$ cat config.mk
export PLATFORM = sky130hd
export DESIGN_NAME = relay_output_override
export DESIGN_NICKNAME = d
export VERILOG_FILES = /design/src/verilog/rlyov_pkg.sv /design/src/verilog/relay_output_override.sv /design/src/verilog/rlyov_timer.sv
export VERILOG_INCLUDE_DIRS = /design/src /design/src/verilog
export SDC_FILE = /design/constraint.sdc
export NUM_CORES = 1
export LEC_CHECK = 0
export BUFFER_PORTS_ARGS = -buffer_cell sky130_fd_sc_hd__buf_2
export CAP_MARGIN = 20
export CELL_PAD_IN_SITES_DETAIL_PLACEMENT = 1
export CELL_PAD_IN_SITES_GLOBAL_PLACEMENT = 2
export CORE_AREA = 10 10 195 197
export CTS_BUF_LIST = sky130_fd_sc_hd__clkbuf_8
export DETAILED_ROUTE_END_ITERATION = 12
export DIE_AREA = 0 0 205 207
export PLACE_DENSITY = 0.89
export SYNTH_ARGS = -nofsm -noshare
export SYNTH_HDL_FRONTEND = slang
export SYNTH_SLANG_ARGS = --single-unit
$ cat constraint.sdc
create_clock -name clock -period 5.4 [get_ports clock]
set_clock_uncertainty 0.2 [all_clocks]
set_input_delay 0.54 -clock clock [delete_from_list [all_inputs] [get_ports clock]]
set_output_delay 0.54 -clock clock [all_outputs]
set_load 0.02 [all_outputs]
$ cat src/verilog/rlyov_params.svh
// Constants for the relay output override block.
`ifndef RLYOV_PARAMS_SVH
`define RLYOV_PARAMS_SVH
`define RLYOV_NUM_RELAYS 6
`define RLYOV_NUM_INPUTS 7
`define RLYOV_CLK_HZ 100000000
`define RLYOV_TICK_MS 10
`define RLYOV_TICK_CYCLES ((`RLYOV_CLK_HZ / 1000) * `RLYOV_TICK_MS)
`define RLYOV_TIME_W 15
`define RLYOV_TIME_MAX 15'h7530
`define RLYOV_TIME_DEFAULT 15'h0003
`define RLYOV_HOLD_W 15
`define RLYOV_HOLD_DEFAULT 15'h0000
`endif

$ cat src/verilog/rlyov_pkg.sv
// Types shared by the relay output override block.
`default_nettype none
package rlyov_pkg;
   typedef enum logic [1:0] {
      RLYOV_FORCE_NONE = 2'b00,
      RLYOV_FORCE_ON = 2'b01,
      RLYOV_FORCE_OFF = 2'b10
   } rlyov_force_e;
   typedef enum logic {
      RLYOV_MODE_PERM = 1'b0,
      RLYOV_MODE_TIMEOUT = 1'b1
   } rlyov_mode_e;
   typedef struct packed {
      logic enable;
      rlyov_mode_e mode;
      logic [14:0] timeout;
   } rlyov_timed_s;
endpackage
`default_nettype wire

$ cat src/verilog/relay_output_override.sv
// Relay output logic with inhibit, force, inversion and latching.
`timescale 1ns/10ps
`default_nettype none
`include "rlyov_params.svh"
module relay_output_override
   import rlyov_pkg::*;
(
   input wire logic clock,
   input wire logic rst,
   input wire logic [6:0] relayInputs [6],
   input wire logic [6:0] invertInputs [6],
   input wire logic [5:0] relayAcknowledge,
   input wire logic [5:0] latchEnable,
   input wire logic [14:0] holdTime,
   input wire rlyov_pkg::rlyov_timed_s inhibitCtrl,
   input wire logic inhibitEnable,
   input wire rlyov_pkg::rlyov_timed_s forceCtrl,
   input wire rlyov_pkg::rlyov_force_e [5:0] forceState,
   input wire logic supervisionIn,
   output logic [5:0] relayOut,
   output logic supervisionOut,
   output logic inhibitActive,
   output logic forceActive
);
   import rlyov_pkg::*;

   // Returns true when any inverted-or-not input of a relay is active.
   function automatic logic anyAssigned(input logic [6:0] sig, input logic [6:0] inv);
      anyAssigned = |(sig ^ inv);
   endfunction

   logic [23:0] tickCount;
   logic [23:0] next_tickCount;
   logic tick;
   logic inhReq;
   logic inhReqQ;
   logic inhStart;
   logic inhExpired;
   logic inhDone;
   logic next_inhDone;
   logic next_inhibitActive;
   logic fReq;
   logic fReqQ;
   logic fStart;
   logic fExpired;
   logic fDone;
   logic next_fDone;
   logic next_forceActive;
   logic [5:0] raw;
   logic [5:0] latched;
   logic [5:0] next_latched;
   logic [5:0] next_relayOut;
   logic [5:0] holdStart;
   logic [5:0] holdOver;
   logic [5:0] prevRaw;

   // Common 10 ms tick for both duration timers and the six hold timers.
   // The tick phase runs free, so a timed period may end up to one tick early.
   always_comb
   begin
      next_tickCount = tickCount + 24'h000001;
      if (tickCount == 24'(`RLYOV_TICK_CYCLES - 1))
         next_tickCount = 24'h000000;
   end
   assign tick = tickCount == 24'(`RLYOV_TICK_CYCLES - 1);

   // Requests and their first cycles; force is refused while an inhibit request stands.
   assign inhReq = inhibitEnable && inhibitCtrl.enable;
   assign inhStart = inhReq && !inhReqQ;
   assign fReq = forceCtrl.enable && !inhReq;
   assign fStart = fReq && !fReqQ;

   rlyov_timer inhTimer
   (
      .clock(clock),
      .rst(rst),
      .start(inhStart),
      .tick(tick),
      .load(inhibitCtrl.timeout),
      .expired(inhExpired)
   );

   rlyov_timer forceTimer
   (
      .clock(clock),
      .rst(rst),
      .start(fStart),
      .tick(tick),
      .load(forceCtrl.timeout),
      .expired(fExpired)
   );

   // Inhibit and force state; a timed expiry holds until the request drops.
   always_comb
   begin
      next_inhDone = inhDone;
      // Permanent mode never times out, so a stale expiry is cleared here.
      if (!inhReq || inhStart || inhibitCtrl.mode == RLYOV_MODE_PERM)
         next_inhDone = 1'b0;
      else if (inhExpired && inhibitCtrl.mode == RLYOV_MODE_TIMEOUT)
         next_inhDone = 1'b1;
      next_inhibitActive = inhReq && !next_inhDone;
      next_fDone = fDone;
      if (!fReq || fStart || forceCtrl.mode == RLYOV_MODE_PERM)
         next_fDone = 1'b0;
      else if (fExpired && forceCtrl.mode == RLYOV_MODE_TIMEOUT)
         next_fDone = 1'b1;
      next_forceActive = fReq && !next_fDone && !next_inhibitActive;
   end

   // Latching with hold time per relay; hold runs from the raw rising edge.
   // An acknowledge is ignored while any assigned input is still active.
   always_comb
   begin
      for (int r = 0; r < 6; r++)
      begin
         raw[r] = anyAssigned(relayInputs[r], invertInputs[r]);
      end
      holdStart = raw & ~prevRaw;
      next_latched = latched;
      for (int r = 0; r < 6; r++)
      begin
         if (!latchEnable[r])
            next_latched[r] = 1'b0;
         else if (raw[r])
            next_latched[r] = 1'b1;
         else if (relayAcknowledge[r] && holdOver[r])
            next_latched[r] = 1'b0;
      end
      next_relayOut = 6'h00;
      for (int r = 0; r < 6; r++)
      begin
         if (next_inhibitActive)
            next_relayOut[r] = 1'b0;
         else if (next_forceActive && forceState[r] != RLYOV_FORCE_NONE)
            next_relayOut[r] = forceState[r] == RLYOV_FORCE_ON;
         else
            next_relayOut[r] = raw[r] | latched[r];
      end
   end

   // Hold timers, one per relay, reusing the shared tick.
   for (genvar g = 0; g < 6; g++)
   begin : holdGen
      logic hExp;
      logic hDone;
      logic next_hDone;
      rlyov_timer holdTimer
      (
         .clock(clock),
         .rst(rst),
         .start(holdStart[g]),
         .tick(tick),
         .load(holdTime),
         .expired(hExp)
      );
      // Hold is over once the timer expires; a new rising input restarts it.
      always_comb
      begin
         next_hDone = hDone | hExp;
         if (holdStart[g])
            next_hDone = 1'b0;
      end
      // Hold counts as over after reset, so an untouched relay can be
      // acknowledged at once.
      always_ff @(posedge clock or posedge rst)
      begin
         if (rst)
            hDone <= 1'b1;
         else
            hDone <= next_hDone;
      end
      assign holdOver[g] = hDone && !raw[g];
   end

   // Registers only.
   always_ff @(posedge clock or posedge rst)
   begin
      if (rst)
      begin
         tickCount <= 24'h000000;
         inhReqQ <= 1'b0;
         fReqQ <= 1'b0;
         inhDone <= 1'b0;
         fDone <= 1'b0;
         inhibitActive <= 1'b0;
         forceActive <= 1'b0;
         latched <= 6'h00;
         prevRaw <= 6'h00;
         relayOut <= 6'h00;
         supervisionOut <= 1'b0;
      end
      else
      begin
         tickCount <= next_tickCount;
         inhReqQ <= inhReq;
         fReqQ <= fReq;
         inhDone <= next_inhDone;
         fDone <= next_fDone;
         inhibitActive <= next_inhibitActive;
         forceActive <= next_forceActive;
         latched <= next_latched;
         prevRaw <= raw;
         relayOut <= next_relayOut;
         supervisionOut <= supervisionIn;
      end
   end
endmodule
`default_nettype wire

$ cat src/verilog/rlyov_timer.sv
// Countdown timer in 10 ms ticks used for inhibit and force durations and relay hold times.
`timescale 1ns/10ps
`default_nettype none
`include "rlyov_params.svh"
module rlyov_timer
(
   input wire logic clock,
   input wire logic rst,
   input wire logic start,
   input wire logic tick,
   input wire logic [14:0] load,
   output logic expired
);
   logic [14:0] count;
   logic [14:0] next_count;
   logic armed;
   logic next_armed;

   // A start reloads; each tick counts down, and a zero load expires on the cycle after the start.
   always_comb
   begin
      next_count = count;
      next_armed = armed;
      if (start)
      begin
         next_count = load;
         next_armed = 1'b1;
      end
      else if (armed && count == 15'h0000)
         next_armed = 1'b0;
      else if (armed && tick)
         next_count = count - 15'h0001;
   end

   // Registers only.
   always_ff @(posedge clock or posedge rst)
   begin
      if (rst)
      begin
         count <= 15'h0000;
         armed <= 1'b0;
      end
      else
      begin
         count <= next_count;
         armed <= next_armed;
      end
   end

   assign expired = armed && !start && count == 15'h0000;
endmodule
`default_nettype wire
==> summary.txt <==
==================================================================================================
CP Launch Type                                                                           flip-flop
Number of endpoints failing setup at the final stage                                             0
Result of the run                                                                     complete, no violations
Peak fanout along the critical path                                                             23
Number of DRC violations after detailed routing                                                  0
Sequential share of the synthesized area                                                     42.8%
Area fraction of the dominant cell type after synthesis                                      41.3%
Clock transition time at the flip-flop clock pins of the worst setup and hold paths        0.11 ns
Internal power                                                                             2.59 mW
Most frequent cells in the layout                                                     177 x dfrtp_1, 170 x buf_2, 152 x nor2_1, 80 x a31oi_1, 60 x nand2_1
Leading register cell type out of synthesis                                                dfrtp_1
Per-instance average area after synthesis                                                 8.93 µm²
Pin count of the biggest net entering global routing                                           184
Maxcap violations                                                                                0
Die Y                                                                                       207 µm
Number of nets with antenna violations after detailed routing                                    0
R2R setup slack                                                                            2.11 ns
Net load switching power                                                                   1.31 mW
Overall Power                                                                              3.90 mW
Proportion of power drawn by flip-flops and latches                                          50.0%
Reg-to-reg critical path endpoint                                                     holdGen[1].holdTimer.count[13]
Pin slew with the least headroom to its limit                                              1.17 ns
Critical path arrival                                                                      3.50 ns
Leakage power of the design                                                                4.85 nW
Cell accounting for the most synthesized area                                              dfrtp_1
Via count of the first global-routing pass                                                   10400
Routed met3 length                                                                         1.40 mm
RSZ-0062 raised after global routing                                                         false
Via count                                                                                     9986
Overall die area                                                                         42400 µm²
Area growth from synthesis to layout                                                         16.7%
Width of the die                                                                            205 µm
Remaining max-slew budget at the tightest pin                                                22.3%
First-pass DRT Iterations                                                                        5
Class of the most critical setup path                                                 flip-flop to flip-flop
Root cell of the clock tree                                                               clkbuf_8
Number of hold-slack violations in the final timing report                                       0
Synth warnings                                                                                   0
Detailed-routing wirelength on met1                                                        15.6 mm
Initial antenna violation count                                                                  0
Maximum cell stage delay along the critical path                                           0.68 ns
Critical R2R Launch                                                                   tickCount[12]
Number of top-level design ports                                                               170
Insertion delay to the later sink of the worst-skew pair                                   0.49 ns
Achievable Freq                                                                          0.304 GHz
Quantity of hold-fixing buffers added after cts                                                  1
Post-synth net total                                                                          1372
CP max-delay cell                                                                          nand3_1
Number of rows in the core area                                                                 68
Initial Utilization                                                                          31.4%
Synthesized flop and latch total                                                               183
Share of post-route cells with drive strength above 1                                        19.0%
Synthesized instance count                                                                    1200
EDFF count, synth                                                                                0
Congestion Overflow GR                                                                           0
Clock buffer count from CTS                                                                     17
Setup TNS                                                                                     0 ns
Final Critical Period                                                                      3.29 ns
Routed vias/inst                                                                              5.51
Layout Nets                                                                                   1515
Buffer levels on the longest clock path                                                          2
TritonCTS clock tree                                                                         built
Worst path cell trace                                                                 nor4b_2, and4b_1, nand3_1, or4_1, a31oi_1
TritonCTS Sinks                                                                                183
Global-route wire length before repair                                                     56.6 mm
Synth async-reset ratio                                                                       100%
Worst-case reg-to-reg path depth                                                                 5
Clock Power Share                                                                            28.9%
CP Capture Type                                                                          flip-flop
Top layer used by detailed routing                                                            met4
H-Tree Level Count                                                                               4
Final Slew Violations                                                                            0
Count of inserted antenna diode cells                                                            0
Post-detailed-placement half-perimeter wirelength                                          25.7 mm
Final core area utilization                                                                  36.7%
Post-CTS sizing                                                                                  0
Maximum resistive drop on vdd                                                           0.000171 V
Met2 routed WL                                                                             17.8 mm
Final worst path period share                                                                61.0%
Iteration-0 DRC Markers                                                                        677
Combined area of all synthesized cells                                                   10700 µm²
Cell area power density                                                                 311 nW/µm²
Number of buffers inserted by post-CTS setup repair                                              0
Placer congestion estimate                                                                   0.836
Commonest non-fill, non-tap cell in the layout                                             dfrtp_1
Routed WL per cell                                                                         19.6 µm
Hold/Removal Path Class                                                               primary input to async pin
Global Route Usage Sum                                                                       16.4%
Synth area leaders                                                                    dfrtp_1 41%, nor2_1 5.3%, a31oi_1 4.7%
Switching portion of total power                                                             33.5%
IO buf count                                                                                   169
Final wirelength                                                                           35.5 mm
Placeable core region                                                                    34100 µm²
Number of different library cells in the post-synthesis netlist                                 61
Required arrival time at the worst endpoint                                                5.60 ns
Combinational fraction of design power                                                       21.0%
==================================================================================================
stage by stage:
| stage | cells | hold WS, ns | area [µm²] | worst slack, ns |
|---|---|---|---|---|
| floorplan | 1200 | 0.237 | 10700 | 2.31 |
| global placement | 1774 | 0.265 | 12000 | 2.12 |
| finish | 1811 | 0.0161 | 12500 | 2.11 |
| global route | 1811 | 0.0604 | 12500 | 1.86 |
| detailed placement | 1774 | 0.272 | 12000 | 1.98 |
| CTS | 1807 | 0.0381 | 12500 | 1.95 |
Yosys cell counts, drive strengths merged, types with 2 or more instances:
cell type / number
nand3b: 5
buf: 9
nor2b: 17
o211ai: 9
or3: 46
or4b: 5
a41oi: 6
o31ai: 29
mux2i: 7
mux2: 6
inv: 46
a41o: 3
nand2b: 2
xor2: 46
or2: 10
nand4b: 14
clkbuf: 47
o21a: 5
and4b: 3
and3: 6
nor4: 48
dfrtp: 177
o21ai: 53
nor3: 33
nand4: 30
nand2: 60
a31oi: 81
and2: 4
nor2: 152
nand3: 35
o41ai: 10
a31o: 9
xnor2: 48
o22ai: 2
o311ai: 2
nor3b: 2
and4: 4
dfstp: 6
or4: 49
nor4b: 10
a21oi: 45
ha: 11
how the worst max path moves through the flow:
| stage | from | endpoint | slack, ns | depth (start not counted) |
|---|---|---|---|---|
| 2_1_floorplan | rst | fDone | 2.31 | 1 |
| 3_3_place_gp | tickCount[0] | inhTimer.count[3] | 2.12 | 6 |
| 3_5_place_dp | tickCount[0] | holdGen[4].holdTimer.count[4] | 1.98 | 6 |
| 4_1_cts | tickCount[0] | inhTimer.count[5] | 1.95 | 6 |
| 5_1_grt | tickCount[10] | holdGen[5].holdTimer.count[2] | 1.86 | 5 |
| 6_report | tickCount[12] | holdGen[1].holdTimer.count[13] | 2.11 | 5 |
power groups by stage:
stage	logic [mW]	registers, mW	clock network [mW]
floorplan	0.583	1.88	0
global placement	0.775	1.95	0
detailed placement	0.820	1.96	0
CTS	0.825	1.94	1.15
global route	0.932	2.00	1.21
finish	0.820	1.95	1.13
critical path, delay by kind of cell (launching register included):
family,cells,cell delay (ns)
simple gates,4,2.37
flops,1,0.45
compound gates,1,0.17
area by class of cell:
class	instances	area [µm²]
clock buffer	17	234
clock inverter	15	235
fill	4016	21600
inverter	47	180
multi-input combinational	914	5740
sequential	183	4590
tap	455	569
timing repair buffer	180	966
state kept, by name, indices dropped and copies added, names as in the netlist, 6 cells and up:
name,cells
latched,6
holdGen.holdTimer.count,90
tickCount,24
holdGen.hDone,6
inhTimer.count,15
holdGen.holdTimer.armed,6
forceTimer.count,15
relayOut,6
prevRaw,6
metal layers:
| metal | up-vias | global-route usage, % |
|---|---|---|
| li1 | 4754 | - |
| met1 | 5017 | 20.1 |
| met4 | 0 | 4.22 |
| met2 | 182 | 28.6 |
| met5 | - | 0 |
| met3 | 33 | 3.21 |
cell families after synthesis:
logic type,Yosys count,share of synthesized area (%)
AOI/OAI and AO/OA,261,15.5
muxes,13,1.28
adders and majority gates,11,1.28
DFF,183,42.8
and+or+nand+nor,535,27.7
xor gates and xnor gates,94,7.68
buffers and inverters,103,3.75
No activity file was read; power rests on OpenSTA's default activity.
